<file path="config.mk">
export PLATFORM = sky130hd
export DESIGN_NAME = ebi_bus_if
export DESIGN_NICKNAME = d
export VERILOG_FILES = /design/src/include/ebi_pkg.sv /design/src/logic/ebi_bus_if.sv
export SDC_FILE = /design/constraint.sdc
export NUM_CORES = 1
export LEC_CHECK = 0
export BUFFER_PORTS_ARGS = -buffer_cell sky130_fd_sc_hd__buf_4
export CORE_AREA = 2 2 232 234
export CTS_BUF_LIST = sky130_fd_sc_hd__clkbuf_2 sky130_fd_sc_hd__clkbuf_4 sky130_fd_sc_hd__clkbuf_8
export CTS_CLUSTER_SIZE = 20
export DETAILED_ROUTE_END_ITERATION = 10
export DIE_AREA = 0 0 234 236
export GPL_ROUTABILITY_DRIVEN = 0
export PLACE_DENSITY_LB_ADDON = 0.2
export SYNTH_ARGS = -nofsm -noshare
export SYNTH_HDL_FRONTEND = slang
export SYNTH_SLANG_ARGS = --single-unit
</file>
<file path="constraint.sdc">
create_clock -name CLK -period 7.8 [get_ports CLK]
set_clock_uncertainty 0.05 [all_clocks]
set_input_delay 1.17 -clock CLK [delete_from_list [all_inputs] [get_ports CLK]]
set_output_delay 1.17 -clock CLK [all_outputs]
set_load 0.02 [all_outputs]
</file>
<file path="src/include/ebi_pkg.sv">
// Package of types and constants for the external memory bus interface
package ebi_pkg;

    // ************************************************************
    // Widths and counts
    // ************************************************************
    localparam int ADDR_W   = 22;
    localparam int DATA_W   = 16;
    localparam int OPND_W   = 32;
    localparam int NUM_CS   = 6;
    localparam int CSIDX_W  = 3;
    localparam int WAIT_W   = 4;

    // ************************************************************
    // Operand sizes
    // ************************************************************
    localparam logic [1:0] SZ_BYTE = 2'h0;
    localparam logic [1:0] SZ_WORD = 2'h1;
    localparam logic [1:0] SZ_LONG = 2'h2;

    // ************************************************************
    // Field positions and fixed values
    // ************************************************************
    localparam int IACK_LSB = 2;
    localparam int IACK_MSB = 4;
    localparam logic [WAIT_W-1:0] NOMATCH_WAIT = 4'h0;

    // ************************************************************
    // Bus sequencer states
    // ************************************************************
    typedef enum logic [1:0] {
        ST_IDLE,
        ST_START,
        ST_ACTIVE
    } ebi_state_t;

    // ************************************************************
    // Chip-select settings
    // ************************************************************
    typedef struct packed {
        logic                enable;
        logic [ADDR_W-1:0]   base;
        logic [ADDR_W-1:0]   mask;
        logic                port_byte;
        logic                burst_en;
        logic [WAIT_W-1:0]   wait_states;
        logic                ext_term;
        logic                byte_strobe_sel;
    } ebi_cs_cfg_t;

    localparam ebi_cs_cfg_t CS_CFG_RESET = '0;

    typedef struct packed {
        logic                valid;
        logic [CSIDX_W-1:0]  sel;
        ebi_cs_cfg_t         cfg;
    } ebi_cfg_wr_t;

    // ************************************************************
    // Access request and answer
    // ************************************************************
    typedef struct packed {
        logic                write;
        logic                iack;
        logic [2:0]          iack_level_bits;
        logic [1:0]          size;
        logic [ADDR_W-1:0]   addr;
        logic [OPND_W-1:0]   wdata;
    } ebi_req_t;

    typedef struct packed {
        logic                valid;
        logic [OPND_W-1:0]   rdata;
    } ebi_resp_t;

endpackage : ebi_pkg

</file>
<file path="src/logic/ebi_bus_if.sv">
// External memory bus sequencer with chip-selects, wait states and bursts
`timescale 1ns/1ps
// Summary of operation
// - Address driven at each subtransfer start and held while chip-select asserted, except between burst subtransfers.
// - Interrupt acknowledge puts acknowledged level on address bits 4:2.
// - Each cycle moves one or two bytes, sampled on rising edge.
// - Writes drive all sixteen data lines regardless of sizes.
// - Per chip-select base, mask, size, burst, waits, termination; reset disables.
// - Address transition start pulses low when a new address appears.
// - Read strobe asserted while ready to accept read data.
// - Direction output high for reads, low for writes.
// - Write-enable mode asserts byte enables on writes only.
// - Data-strobe mode asserts byte enables on reads and writes.
// - Word port writes enable upper and lower lanes carrying valid data.
// - Byte ports use upper lane only; address bit 0 picks byte.
// - Acknowledge ends externally terminated cycles; read data latched after sync.
// - Reset selects write-enable mode; mode bit selects data-strobe mode.
// - Programmed wait states of the accessed chip-select are inserted unless it uses external termination.
// - Burst only on internal reads wider than port with bursting enabled.
// - Burst keeps chip-select and read strobe asserted; only address and address transition start change.
// - Bursts honour wait states; acknowledge ends only externally terminated cycles, which never burst.
// - Every bus cycle takes at least two clocks.
// - Read data captured on last rising edge before chip-select negates.
// - Burst-inhibited access negates chip-select and strobes between subtransfers.

module ebi_bus_if (
    input  wire logic                               CLK,
    input  wire logic                               RESET_N,
    input  wire ebi_pkg::ebi_cfg_wr_t               CFG_WR,
    input  wire logic                               REQ_VALID,
    input  wire ebi_pkg::ebi_req_t                  REQ,
    output logic                                    REQ_READY,
    output ebi_pkg::ebi_resp_t                      RESP,
    output logic [ebi_pkg::ADDR_W-1:0]              ADDR_OUT,
    output logic [ebi_pkg::DATA_W-1:0]              DATA_OUT,
    output logic                                    DATA_OE,
    input  wire logic [ebi_pkg::DATA_W-1:0]         DATA_IN,
    output logic [ebi_pkg::NUM_CS-1:0]              CS_N,
    output logic                                    ADDR_TRANSITION_START_N,
    output logic                                    RD_STROBE_N,
    output logic                                    WR_DIR_N,
    output logic                                    UPPER_BYTE_EN_N,
    output logic                                    LOWER_BYTE_EN_N,
    input  wire logic                               XFER_ACK_N
);

    // ************************************************************
    // State record
    // ************************************************************
    typedef struct packed {
        ebi_pkg::ebi_state_t                        fsm;
        ebi_pkg::ebi_cs_cfg_t [ebi_pkg::NUM_CS-1:0] cfg;
        logic                                       hit;
        logic [ebi_pkg::CSIDX_W-1:0]                cs_idx;
        logic                                       write;
        logic [1:0]                                 size;
        logic [ebi_pkg::ADDR_W-1:0]                 addr;
        logic [ebi_pkg::OPND_W-1:0]                 wdata;
        logic [ebi_pkg::OPND_W-1:0]                 rdata;
        logic [1:0]                                 sub_cnt;
        logic [1:0]                                 sub_last;
        logic                                       port_byte;
        logic                                       burst;
        logic                                       ext_term;
        logic                                       strobe_mode;
        logic [ebi_pkg::WAIT_W-1:0]                 wait_ld;
        logic [ebi_pkg::WAIT_W-1:0]                 wait_cnt;
        logic                                       hold;
        logic                                       ack_s1;
        logic                                       ack_s2;
        logic                                       ack_s3;
        logic [ebi_pkg::ADDR_W-1:0]                 addr_o;
        logic [ebi_pkg::DATA_W-1:0]                 data_o;
        logic                                       data_oe;
        logic [ebi_pkg::NUM_CS-1:0]                 cs_n;
        logic                                       ats_n;
        logic                                       rd_n;
        logic                                       wr_dir_n;
        logic                                       ube_n;
        logic                                       lbe_n;
        logic                                       ready;
        ebi_pkg::ebi_resp_t                         resp;
    } ebi_regs_t;

    ebi_regs_t r_reg;
    ebi_regs_t r_next;

    // ************************************************************
    // Helper functions
    // ************************************************************

    // Lowest numbered enabled chip-select whose unmasked bits match
    function automatic logic [ebi_pkg::CSIDX_W:0] ebi_match(
        input ebi_pkg::ebi_cs_cfg_t [ebi_pkg::NUM_CS-1:0] cfg,
        input logic [ebi_pkg::ADDR_W-1:0]                 a
    );
        logic [ebi_pkg::CSIDX_W:0] res;
        res = '0;
        for (int i = ebi_pkg::NUM_CS - 1; i >= 0; i--) begin
            if (cfg[i].enable &&
                (((a ^ cfg[i].base) & ~cfg[i].mask) == '0)) begin
                res = {1'b1, i[ebi_pkg::CSIDX_W-1:0]};
            end
        end
        return res;
    endfunction : ebi_match

    // Number of operand bytes, size 3 treated as a long
    function automatic logic [2:0] ebi_nbytes(input logic [1:0] sz);
        logic [2:0] nb;
        case (sz)
            ebi_pkg::SZ_BYTE: nb = 3'h1;
            ebi_pkg::SZ_WORD: nb = 3'h2;
            default:          nb = 3'h4;
        endcase
        return nb;
    endfunction : ebi_nbytes

    // Bus lanes for subtransfer k, most significant part first
    function automatic logic [ebi_pkg::DATA_W-1:0] ebi_lane_data(
        input logic [ebi_pkg::OPND_W-1:0] wd,
        input logic [1:0]                 sz,
        input logic                       pb,
        input logic [1:0]                 k
    );
        logic [2:0]                nb;
        logic [4:0]                sh;
        logic [ebi_pkg::OPND_W-1:0] v;
        nb = ebi_nbytes(sz);
        sh = 5'h0;
        v  = '0;
        if (sz == ebi_pkg::SZ_BYTE) begin
            v = wd;
        end else if (pb) begin
            sh = 5'((nb - 3'h1 - {1'b0, k}) * 4'h8);
            v  = wd >> sh;
        end else begin
            sh = 5'(((nb >> 1) - 3'h1 - {1'b0, k}) * 5'h10);
            v  = wd >> sh;
        end
        if (sz == ebi_pkg::SZ_BYTE || pb) begin
            return {v[7:0], v[7:0]};
        end
        return v[15:0];
    endfunction : ebi_lane_data

    // ************************************************************
    // Next state
    // ************************************************************
    always_comb begin
        logic [ebi_pkg::CSIDX_W:0]    m;
        ebi_pkg::ebi_cs_cfg_t         c;
        logic [ebi_pkg::ADDR_W-1:0]   a;
        logic [2:0]                   nb;
        logic                         sub_end;
        logic                         active;
        logic                         be_on;
        logic [ebi_pkg::ADDR_W-1:0]   off;
        logic [ebi_pkg::OPND_W-1:0]   rd;
        m       = '0;
        c       = ebi_pkg::CS_CFG_RESET;
        a       = '0;
        nb      = 3'h0;
        sub_end = 1'b0;
        active  = 1'b0;
        be_on   = 1'b0;
        off     = '0;
        rd      = r_reg.rdata;
        r_next  = r_reg;

        r_next.resp.valid = 1'b0;

        // Acknowledge pin synchroniser plus one stage for edge detect
        r_next.ack_s1 = XFER_ACK_N;
        r_next.ack_s2 = r_reg.ack_s1;
        r_next.ack_s3 = r_reg.ack_s2;

        // Chip-select settings
        if (CFG_WR.valid &&
            CFG_WR.sel < ebi_pkg::CSIDX_W'(ebi_pkg::NUM_CS)) begin
            r_next.cfg[CFG_WR.sel] = CFG_WR.cfg;
        end

        // ********************************************************
        // Sequencer
        // ********************************************************
        case (r_reg.fsm)
            ebi_pkg::ST_IDLE: begin
                if (REQ_VALID && r_reg.ready) begin
                    a = REQ.addr;
                    if (REQ.iack) begin
                        a[ebi_pkg::IACK_MSB:ebi_pkg::IACK_LSB] =
                            REQ.iack_level_bits;
                    end
                    m = ebi_match(r_reg.cfg, a);
                    if (m[ebi_pkg::CSIDX_W]) begin
                        c = r_reg.cfg[m[ebi_pkg::CSIDX_W-1:0]];
                    end else begin
                        c = ebi_pkg::CS_CFG_RESET;
                        c.wait_states = ebi_pkg::NOMATCH_WAIT;
                    end
                    nb = ebi_nbytes(REQ.size);
                    r_next.hit         = m[ebi_pkg::CSIDX_W];
                    r_next.cs_idx      = m[ebi_pkg::CSIDX_W-1:0];
                    r_next.write       = REQ.write;
                    r_next.size        = REQ.size;
                    r_next.addr        = a;
                    r_next.wdata       = REQ.wdata;
                    r_next.rdata       = '0;
                    r_next.port_byte   = c.port_byte;
                    r_next.ext_term    = c.ext_term;
                    r_next.strobe_mode = c.byte_strobe_sel;
                    r_next.wait_ld     = c.wait_states;
                    r_next.wait_cnt    = c.wait_states;
                    r_next.sub_cnt     = 2'h0;
                    r_next.sub_last    = c.port_byte ? 2'(nb - 3'h1) :
                                         2'((nb >> 1) - 3'h1 + {2'h0,
                                         (REQ.size == ebi_pkg::SZ_BYTE)});
                    r_next.burst       = !REQ.write && !c.ext_term &&
                                         c.burst_en &&
                                         (nb > (c.port_byte ? 3'h1 : 3'h2));
                    r_next.hold        = 1'b0;
                    r_next.fsm         = ebi_pkg::ST_START;
                end
            end
            ebi_pkg::ST_START: begin
                // Address phase then strobe phase: two clocks at least
                r_next.fsm = ebi_pkg::ST_ACTIVE;
            end
            ebi_pkg::ST_ACTIVE: begin
                if (r_reg.ext_term) begin
                    if (!r_reg.ack_s2 && r_reg.ack_s3) begin
                        sub_end = 1'b1;
                    end
                end else if (r_reg.wait_cnt == '0) begin
                    sub_end = 1'b1;
                end else begin
                    r_next.wait_cnt = r_reg.wait_cnt - 1'b1;
                end
            end
            default: begin
                r_next.fsm = ebi_pkg::ST_IDLE;
            end
        endcase

        // ********************************************************
        // End of a subtransfer
        // ********************************************************
        if (sub_end) begin
            // Sampled while chip-select still low, the last such edge
            if (r_reg.port_byte) begin
                rd = {r_reg.rdata[23:0], DATA_IN[15:8]};
            end else if (r_reg.size == ebi_pkg::SZ_BYTE) begin
                rd = {r_reg.rdata[23:0], r_reg.addr_o[0] ?
                      DATA_IN[7:0] : DATA_IN[15:8]};
            end else begin
                rd = {r_reg.rdata[15:0], DATA_IN};
            end
            if (!r_reg.write) begin
                r_next.rdata = rd;
            end
            if (r_reg.sub_cnt == r_reg.sub_last) begin
                r_next.fsm        = ebi_pkg::ST_IDLE;
                r_next.resp.valid = 1'b1;
                r_next.resp.rdata = r_reg.write ? '0 : rd;
            end else begin
                r_next.sub_cnt  = r_reg.sub_cnt + 2'h1;
                r_next.wait_cnt = r_reg.wait_ld;
                r_next.hold     = r_reg.burst;
                r_next.fsm      = ebi_pkg::ST_START;
            end
        end

        // ********************************************************
        // Pin values from the next state
        // ********************************************************
        if (r_next.fsm == ebi_pkg::ST_START) begin
            off = r_next.port_byte ? ebi_pkg::ADDR_W'(r_next.sub_cnt) :
                  ebi_pkg::ADDR_W'({r_next.sub_cnt, 1'b0});
            r_next.addr_o = r_next.addr + off;
        end

        active = (r_next.fsm == ebi_pkg::ST_ACTIVE) ||
                 (r_next.fsm == ebi_pkg::ST_START && r_next.hold);

        r_next.ats_n = !(r_next.fsm == ebi_pkg::ST_START);

        r_next.cs_n = '1;
        if (active && r_next.hit) begin
            r_next.cs_n[r_next.cs_idx] = 1'b0;
        end

        r_next.rd_n = !(active && !r_next.write);

        r_next.wr_dir_n = !((r_next.fsm != ebi_pkg::ST_IDLE) &&
                            r_next.write);

        be_on = active && (r_next.write || r_next.strobe_mode);
        r_next.ube_n = 1'b1;
        r_next.lbe_n = 1'b1;
        if (be_on) begin
            if (r_next.port_byte) begin
                r_next.ube_n = 1'b0;
            end else if (r_next.size == ebi_pkg::SZ_BYTE) begin
                r_next.ube_n = r_next.addr_o[0];
                r_next.lbe_n = !r_next.addr_o[0];
            end else begin
                r_next.ube_n = 1'b0;
                r_next.lbe_n = 1'b0;
            end
        end

        // Writes drive the full bus for the whole cycle
        r_next.data_oe = (r_next.fsm != ebi_pkg::ST_IDLE) &&
                         r_next.write;
        if (r_next.fsm == ebi_pkg::ST_START && r_next.write) begin
            r_next.data_o = ebi_lane_data(r_next.wdata, r_next.size,
                                          r_next.port_byte,
                                          r_next.sub_cnt);
        end

        r_next.ready = (r_next.fsm == ebi_pkg::ST_IDLE);
    end

    // ************************************************************
    // State register
    // ************************************************************
    always_ff @(posedge CLK) begin
        if (!RESET_N) begin
            r_reg          <= '0;
            r_reg.fsm      <= ebi_pkg::ST_IDLE;
            r_reg.cfg      <= '{default: ebi_pkg::CS_CFG_RESET};
            r_reg.ack_s1   <= 1'b1;
            r_reg.ack_s2   <= 1'b1;
            r_reg.ack_s3   <= 1'b1;
            r_reg.cs_n     <= '1;
            r_reg.ats_n    <= 1'b1;
            r_reg.rd_n     <= 1'b1;
            r_reg.wr_dir_n <= 1'b1;
            r_reg.ube_n    <= 1'b1;
            r_reg.lbe_n    <= 1'b1;
        end else begin
            r_reg <= r_next;
        end
    end

    // ************************************************************
    // Outputs
    // ************************************************************
    assign REQ_READY               = r_reg.ready;
    assign RESP                    = r_reg.resp;
    assign ADDR_OUT                = r_reg.addr_o;
    assign DATA_OUT                = r_reg.data_o;
    assign DATA_OE                 = r_reg.data_oe;
    assign CS_N                    = r_reg.cs_n;
    assign ADDR_TRANSITION_START_N = r_reg.ats_n;
    assign RD_STROBE_N             = r_reg.rd_n;
    assign WR_DIR_N                = r_reg.wr_dir_n;
    assign UPPER_BYTE_EN_N         = r_reg.ube_n;
    assign LOWER_BYTE_EN_N         = r_reg.lbe_n;

endmodule : ebi_bus_if

</file>
# Word level (Yosys, flattened, before mapping)
# Index checks and enable logic that the tools add are counted.
dict set report classes {
  n_mux 62
  mul 0
  shift 2
  add_sub_neg 10
  eq_ne 7
  magnitude_cmp 7
  div_mod_pow 0
  bitwise 21
  n_reduce_logical 50
}
# op n
set op_table {}
lappend op_table {{$bwmux 318} 1}
lappend op_table {{$bmux 53 s3} 1}
lappend op_table {{$demux 53 s3} 1}
lappend op_table {{$and 22x22->22} 6}
lappend op_table {{$logic_not 22->1} 6}
lappend op_table {{$not 22->22} 6}
lappend op_table {{$xor 22x22->22} 6}
lappend op_table {{$mux 32} 4}
lappend op_table {{$mux 110} 1}
lappend op_table {{$mux 105} 1}
lappend op_table {{$mux 16} 4}
lappend op_table {{$shr 32x5->16} 2}
lappend op_table {{$mux 53} 1}
lappend op_table {{$mux 4} 10}
lappend op_table {{$mux 8} 5}
lappend op_table {{$mux 34} 1}
lappend op_table {{$mux 33} 1}
lappend op_table {{$add 22x3->22} 1}
lappend op_table {{$logic_and 1x1->1} 20}
lappend op_table {{$mux 3} 6}
lappend op_table {{$mux 2} 7}
lappend op_table {{$lt 3x4->1 const B} 3}
lappend op_table {{$mux 1} 11}
lappend op_table {{$logic_not 2->1} 5}
lappend op_table {{other kinds (27)} 49}
dict set report word_totals {
  elab_cells 240
  latch_bits 0
  memories 0
  ff_bits 517
  rom_bits 0
  inputBits 138
  output_inout_bits 84
  mem_bits_rw 0
}

# Longest topological paths before layout
# Gate-level depths: netlist (run 1).
dict set report logic_depth {
  depth_word 36
  ltp_mapped 28
  depth_no_buf 26
}

# Worst setup path before layout (run 1)
# No wires, ideal clock.
dict set report synth_timing {
  path_type {input to register}
  from {input REQ[37] (netlist bit)}
  to {register r_reg (netlist bit ADDR_OUT[21])}
  path_slack_ns 0.158
  path_buffers 2
  path_stages 28
  t_required_ns 7.664
  setup_time_ns 0.086
  t_arrival_ns 7.506
  path_cell_list {clkbuf_1 > xnor2_1 > o22ai_1 > or4_1 > nor2_1 > a21boi_1 > nor3_2 > a2111oi_2 > a211oi_4 > mux2i_2 > buf_4 > o21ai_0 > nand2b_1 > o2111a_1 > ha_1 > a21o_1 > a21o_1 > o21ai_0 > or3_1 > or3_1 > or3_1 > or3_1 > or3_1 > or3_1 > or3_1 > nor3_1 > xor2_1 > a211oi_1}
}
dict set report synth_via {
  elab_chain_cells 21
  elab_cells_between_ends 41
  classes_between {add/sub (1); mux (16); bitwise (12); reduce/logical (12)}
}
# item line
set synth_rtl {}
lappend synth_rtl {{start: declaration} ebi_bus_if.sv:31} ;# input wire ebi_pkg::ebi_req_t REQ,
lappend synth_rtl {{$xor 22x22->22} ebi_bus_if.sv:101} ;# (((a ^ cfg[i].base) & ~cfg[i].mask) == '0)) begin
lappend synth_rtl {{$and 22x22->22} ebi_bus_if.sv:101}
lappend synth_rtl {{$logic_not 22->1} ebi_bus_if.sv:101}
lappend synth_rtl {{$logic_and 1x1->1} ebi_bus_if.sv:100} ;# if (cfg[i].enable &&
lappend synth_rtl {{$mux 4 (6 in series)} ebi_bus_if.sv:100}
lappend synth_rtl {{$mux 4} ebi_bus_if.sv:189} ;# if (REQ_VALID && r_reg.ready) begin
lappend synth_rtl {{$mux 4} ebi_bus_if.sv:187} ;# case (r_reg.fsm)
lappend synth_rtl {{$bmux 53 s3} ebi_bus_if.sv:197} ;# c = r_reg.cfg[m[ebi_pkg::CSIDX_W-1:0]];
lappend synth_rtl {{$mux 8 (not written as such)} ebi_bus_if.sv:197}
lappend synth_rtl {{$mux 8} ebi_bus_if.sv:196} ;# if (m[ebi_pkg::CSIDX_W]) begin
lappend synth_rtl {{$mux 8} ebi_bus_if.sv:189}
lappend synth_rtl {{$mux 8} ebi_bus_if.sv:187}
lappend synth_rtl {{$mux 110 (*)} ebi_bus_if.sv:189}
lappend synth_rtl {{$mux 105 (*)} ebi_bus_if.sv:187}
lappend synth_rtl {{$mux 3} ebi_bus_if.sv:278} ;# off = r_next.port_byte ? ebi_pkg::ADDR_W'(r_next.sub_cnt) :
lappend synth_rtl {{$add 22x3->22 (*)} ebi_bus_if.sv:280} ;# r_next.addr_o = r_next.addr + off;
lappend synth_rtl {{end signal: assignment} ebi_bus_if.sv:343} ;# r_reg <= r_next;
lappend synth_rtl {{end: declaration} ebi_bus_if.sv:85} ;# ebi_regs_t r_reg;
# Every way passes the cells marked *; elsewhere a longest branch is shown, timed or not. The select of a mux whose other input is x is not followed.
# A chain may end at the register's enable or synchronous reset.

# Final worst setup path (run 1)
dict set report layout_timing {
  from {input REQ[59] (netlist bit)}
  to {register r_reg (netlist bit ADDR_OUT[21])}
}
dict set report layout_via {
  elab_chain_cells 24
  elab_cells_between_ends 44
  classes_between {add/sub (1); mux (19); bitwise (12); reduce/logical (12)}
}
# item line
set layout_rtl {}
lappend layout_rtl {{$mux 3 (*)} ebi_bus_if.sv:191} ;# if (REQ.iack) begin
lappend layout_rtl {{$mux 3 (*)} ebi_bus_if.sv:189}
lappend layout_rtl {{$mux 3 (*)} ebi_bus_if.sv:187}
lappend layout_rtl {{$xor 22x22->22} ebi_bus_if.sv:101}
lappend layout_rtl {{$and 22x22->22} ebi_bus_if.sv:101}
lappend layout_rtl {{$logic_not 22->1} ebi_bus_if.sv:101}
lappend layout_rtl {{$logic_and 1x1->1} ebi_bus_if.sv:100}
lappend layout_rtl {{$mux 4 (6 in series)} ebi_bus_if.sv:100}
lappend layout_rtl {{(+3 left out)} n/a}
lappend layout_rtl {{$mux 8 (not written as such)} ebi_bus_if.sv:197}
lappend layout_rtl {{$mux 8} ebi_bus_if.sv:196}
lappend layout_rtl {{$mux 8} ebi_bus_if.sv:189}
lappend layout_rtl {{$mux 8} ebi_bus_if.sv:187}
lappend layout_rtl {{$mux 110 (*)} ebi_bus_if.sv:189}
lappend layout_rtl {{$mux 105 (*)} ebi_bus_if.sv:187}
lappend layout_rtl {{$mux 3} ebi_bus_if.sv:278}
lappend layout_rtl {{$add 22x3->22 (*)} ebi_bus_if.sv:280}
# Marked as above.

==> results of run 1 <==
==> stage by stage <==
stage,setup WS [ps],std cells
final,660,3734
after CTS,697,3734
after detailed placement,-18.0,3586
after global placement,77.5,3586
after global routing,315,3734
after floorplan,158,2866
==> report_power, final <==
part	total, W	internal, W	switching [W]
sequential	0.00285	0.00276	0.0000899
clock	0.00251	0.00141	0.00110
combinational	0.00142	0.000471	0.000952
total	0.00678	0.00464	0.00214
==> final timing paths <==
path                            startpoint           end  slack, ps  depth (start not counted)
worst max-delay path               REQ[59]  ADDR_OUT[21]        660                         27
worst min-delay path            r_next[85]    r_next[84]        380                          1
worst max register to register  r_reg[492]  ADDR_OUT[21]       1020                         27
worst min register to register  r_next[85]    r_next[84]        380                          1
==> logic make-up (layout without fill, tap and decap cells) <==
| family | count (synthesis) | in the layout | synth area share |
|---|---|---|---|
| simple gates | 1135 | 1135 | 0.204 |
| compound gates | 672 | 672 | 0.171 |
| flops | 509 | 509 | 0.454 |
| buf+inv | 300 | 472 | 0.0645 |
| xor+xnor | 154 | 154 | 0.0601 |
| mux | 85 | 85 | 0.0407 |
| fa+ha+maj | 11 | 11 | 0.00646 |
==> synthesized netlist by cell type (all sizes together) (3+ instances only) <==
library cell,instances,area (µm²)
or2,6,37.5
o221a,9,101
o21ai,49,249
inv,29,109
a211oi,27,220
nor4,12,75.1
nor2,182,683
o31ai,8,60.1
nor3,19,100
nand3b,3,22.5
mux2,11,131
nand2,812,3050
a22oi,29,218
a21o,7,52.6
a211o,7,61.3
and3,4,25.0
or4,6,45.0
xnor2,125,1090
a21oi,445,2230
nand3,32,160
xor2,29,254
a221o,5,50.1
a21boi,3,22.5
nor2b,8,50.1
clkbuf,175,657
or3,17,106
o21a,3,22.5
buf,95,679
ha,10,125
and2,14,90.1
nand2b,12,75.1
mux2i,74,782
dfxtp,509,10200
nand4,7,50.1
o22ai,68,425
==> layout make-up <==
cell class	count	area share
clock inverters	8	0.00225
clock buffers	140	0.0668
inverters	30	0.00460
multi-input cells	2057	0.417
repair buffers	294	0.0855
well taps	696	0.0333
flip-flops and latches	509	0.390
==> worst max-delay path: cells and delay by family <==
family | cells | cell delay [ps]
compound gates | 9 | 1640
xor+xnor | 2 | 270
fa+ha+maj | 1 | 280
buf+inv | 2 | 320
mux | 1 | 450
simple gates | 12 | 3540
==> layer usage <==
metal	wire [µm]	track usage	vias to the layer above
met3	5140	0.0507	128
met5	52	0	-
li1	-	-	9741
met4	2040	0.0913	8
met1	31500	0.337	9555
met2	33500	0.413	711
==> flow_metrics.env, run 1 <==
export IMPL_status="finished, final reports clean"
export IMPL_hold_slack_ps=376
export IMPL_start_util=0.423
export IMPL_multi_input_area_um2=10900
export IMPL_largest_register_ffs=423
export IMPL_dpl_hpwl_mm=48.0
export IMPL_tritoncts_num_sinks=509
export IMPL_final_common_cell="nand2_1"
export IMPL_die_h_um=236
export IMPL_crit_path_max_fanout=6
export IMPL_cp_required_ps=8330
export IMPL_critPathLaunchType="primary input"
export IMPL_finalSetupViolations=0
export IMPL_crit_arrival_ps=7670
export IMPL_power_leakage_nw=9.56
export IMPL_io_pins=222
export IMPL_synth_fp_nets=3015
export IMPL_hold_viol=0
export IMPL_place_area_um2=24300
export IMPL_grt_max_degree=222
export IMPL_mappedNetlistArea_um2=22500
export IMPL_antenna_found_initial=5
export IMPL_clock_path_buffers=3
export IMPL_worst_path_max_delay_cell="or4_1"
export IMPL_htreeDepth=3
export IMPL_synth_area_per_cell_um2=7.84
export IMPL_ys_types=62
export IMPL_layout_common_cells="nand2_1, dfxtp_1, a21oi_1"
export IMPL_yosysWarnings=0
export IMPL_maxCapViolCount=0
export IMPL_ctsRootBufferMaster="clkbuf_8"
export IMPL_path_clk_slew_ps=60
export IMPL_setup_tns_ps=0
export IMPL_drtIter0Drc=1743
export IMPL_die_w_um=234
export IMPL_dr_pass1_iters=6
export IMPL_ir_drop_mv=0.184
export IMPL_crit_top_cell="or3_1"
export IMPL_wl_per_cell_um=19.3
export IMPL_seqCellArea_um2=10200
export IMPL_grt_first_pass_wirelength_mm=110
export IMPL_tightest_slew_ps=1230
export IMPL_synth_cells=2866
export IMPL_synthArstFlopShare=0
export IMPL_synth_sequential_area_ratio=0.454
export IMPL_port_buffers=221
export IMPL_drc_errors=0
export IMPL_cp_end_kind="register"
export IMPL_period_needed_ps=7140
export IMPL_grt_overflow=0
export IMPL_drive_gt1_frac=0.163
export IMPL_design_area_um2=26100
export IMPL_core_area_um2=53100
export IMPL_grt_pass1_vias=19100
export IMPL_row_count=85
export IMPL_routed_wl_mm=72.2
export IMPL_tritoncts="yes"
export IMPL_cts_buffers=89
export IMPL_viasPerCell=5.39
export IMPL_ctsResizeCount=0
export IMPL_slowest_delay_ps=580
export IMPL_rsz0062_at_grt="false"
export IMPL_min_period_over_period=0.915
export IMPL_drv_slew=0
export IMPL_synth_edf_count=0
export IMPL_final_util=0.492
export IMPL_relSlewSlack=0.183
export IMPL_hold_class="reg2reg"
export IMPL_worst_skew_pair_late_latency_ps=690
export IMPL_fmax_mhz=140
export IMPL_vias=20100
export IMPL_hold_buffers=0
export IMPL_fillCellCount=5119
export IMPL_ys_seq_elements=509
export IMPL_ys_flop_type="dfxtp_1"
export IMPL_track_usage=0.256
export IMPL_worstSetupPathType="in2reg"
export IMPL_post_cts_setup_buffers=0
export IMPL_n_antenna_cell=0
export IMPL_syn2layout_area_growth_pct=16.3
export IMPL_final_nets=3130
export IMPL_die_area_um2=55200
export IMPL_drtAntennaViolNets=0
export IMPL_p_per_area_nw_per_um2=260
export IMPL_total_power_w=0.00678
Note: power is estimated with default switching activity, not from simulation.
==> run 2, diff against run 1 <==
--- a/config.mk
+++ b/config.mk
@@ -7,7 +7,7 @@
 export LEC_CHECK = 0
 export BUFFER_PORTS_ARGS = -buffer_cell sky130_fd_sc_hd__buf_4
 export CORE_AREA = 2 2 232 234
-export CTS_BUF_LIST = sky130_fd_sc_hd__clkbuf_2 sky130_fd_sc_hd__clkbuf_4 sky130_fd_sc_hd__clkbuf_8
+export CTS_BUF_LIST = sky130_fd_sc_hd__clkbuf_16
 export CTS_CLUSTER_SIZE = 20
 export DETAILED_ROUTE_END_ITERATION = 10
 export DIE_AREA = 0 0 234 236
==> run 2 against run 1 <==
Effect of this change: design area decreased by 0.46%; hold slack improved by 4.1 ps; global-route usage decreased by 0.39 points; die area unchanged; first-iteration DRC count increased by 6.6%; count of clock-buffer cells in the layout decreased by 86; flip-flop and latch count unchanged; routed wire length decreased by 1.1%; sequential power about the same; via count decreased by 0.69%; largest cell class unchanged; largest power group unchanged.
==> flow_metrics.env, run 2 (synthesis results as in run 1) <==
export IMPL_dp_slack_ps=-18.0
export IMPL_worstSetupPathType="in2reg"
export IMPL_cts_buffers=54
export IMPL_cp_required_ps=8270
export IMPL_die_w_um=234
export IMPL_wl_met1_mm=30.4
export IMPL_io_pins=222
export IMPL_relSlewSlack=0.208
export IMPL_dr_pass1_iters=7
export IMPL_post_cts_setup_buffers=0
export IMPL_die_area_um2=55200
export IMPL_core_area_um2=53100
export IMPL_wl_per_cell_um=19.4
export IMPL_p_per_area_nw_per_um2=260
export IMPL_antenna_found_initial=5
export IMPL_vias=20000
export IMPL_finalSetupViolations=0
export IMPL_grt_first_pass_wirelength_mm=108
export IMPL_fillCellCount=5116
export IMPL_track_usage=0.252
export IMPL_tritoncts="yes"
export IMPL_drv_slew=0
export IMPL_tritoncts_num_sinks=509
export IMPL_highest_layer="met5"
export IMPL_seqCellArea_um2=10200
export IMPL_dpl_hpwl_mm=48.0
export IMPL_die_h_um=236
export IMPL_ir_drop_mv=0.210
export IMPL_grt_max_degree=222
export IMPL_crit_path_max_fanout=6
export IMPL_grt_pass1_vias=18700
export IMPL_largest_register_ffs=423
export IMPL_hold_class="reg2reg"
export IMPL_final_util=0.490
export IMPL_cp_end_kind="register"
export IMPL_worst_skew_pair_late_latency_ps=630
export IMPL_r2r_slack_ps=1060
export IMPL_ctsRootBufferMaster="clkbuf_16"
export IMPL_route_met3_wl_mm=5.74
export IMPL_hold_buffers=0
export IMPL_final_common_cell="nand2_1"
export IMPL_fmax_mhz=139
export IMPL_drtIter0Drc=1858
export IMPL_multi_input_area_um2=10900
export IMPL_rsz0062_at_grt="false"
export IMPL_path_clk_slew_ps=60
export IMPL_clock_path_buffers=3
export IMPL_met2_length_mm=33.1
export IMPL_setup_slack_ps=583
export IMPL_power_leakage_nw=9.47
export IMPL_tightest_slew_ps=1190
export IMPL_viasPerCell=5.43
export IMPL_row_count=85
export IMPL_ctsResizeCount=0
export IMPL_period_needed_ps=7220
export IMPL_crit_arrival_ps=7690
export IMPL_syn2layout_area_growth_pct=15.8
export IMPL_port_buffers=221
export IMPL_fin_cells=3683
export IMPL_min_period_over_period=0.925
export IMPL_grt_overflow=0
export IMPL_drtAntennaViolNets=0
export IMPL_drive_gt1_frac=0.140
export IMPL_start_util=0.423
export IMPL_final_nets=3095
export IMPL_htreeDepth=2
export IMPL_n_antenna_cell=0
export IMPL_layout_common_cells="nand2_1, dfxtp_1, a21oi_1"
export IMPL_hold_viol=0
export IMPL_maxCapViolCount=0
export IMPL_placed_cells=3586
export IMPL_routed_wl_mm=71.4
export IMPL_critPathLaunchType="primary input"
export IMPL_hold_slack_ps=380
export IMPL_drc_errors=0
export IMPL_status="finished, final reports clean"
-- run 2: changes by cell type in the layout (fill, tap and decap cells not counted), sizes merged --
cell / change
clkbuf: -86
inv: +12
clkinv: +19
bufinv: +4
-- run 2: worst paths after layout --
check | endpoint | depth (start not counted) | startpoint
hold / removal | r_next[84] | 1 | r_next[85]
hold reg to reg | r_next[84] | 1 | r_next[85]
setup / recovery | ADDR_OUT[21] | 27 | REQ[59]
setup reg to reg | ADDR_OUT[21] | 27 | r_reg[492]
-- run 2: layer usage --
metal | track usage | vias up
li1 | - | 9662
met1 | 0.338 | 9449
met2 | 0.407 | 763
met3 | 0.0426 | 122
met4 | 0.0853 | 8
met5 | 0 | -
-- run 2: area by class of cell --
type                            instances  area share
Clock buffer                           54      0.0520
Clock inverter                         43      0.0128
Inverter                               30     0.00462
Multi-Input combinational cell       2057       0.419
Sequential cell                       509       0.392
Tap cell                              696      0.0335
Timing Repair Buffer                  294      0.0859
-- run 2: power by group --
group | switching [W] | internal (W)
logic | 0.000950 | 0.000471
clock network | 0.00109 | 0.00139
registers | 0.0000892 | 0.00275
-- run 2: worst max-delay path: stages --
cell	delay (ps)
buf_4	160
mux2i_4	460
xor2_1	190
o22ai_1	90
or4_1	580
o21a_1	260
a211oi_1	260
mux2i_1	180
a211oi_4	320
mux2i_2	120
o21ai_0	190
nand2b_1	70
o2111a_1	140
ha_1	280
a21o_1	110
a21o_1	130
o21ai_0	140
or3_1	360
or3_1	340
or3_1	330
or3_1	320
or3_1	330
or3_1	320
or3_1	330
nor3_1	190
xor2_1	90
a211oi_1	220
-- run 2: metrics by stage --
stage	cell area, µm²	TNS (ps)	power (W)
2_1_floorplan	22500	0	0.00385
3_3_place_gp	24300	0	0.00429
3_5_place_dp	24300	-18.0	0.00431
4_1_cts	26000	0	0.00679
5_1_grt	26000	0	0.00704
6_report	26000	0	0.00675
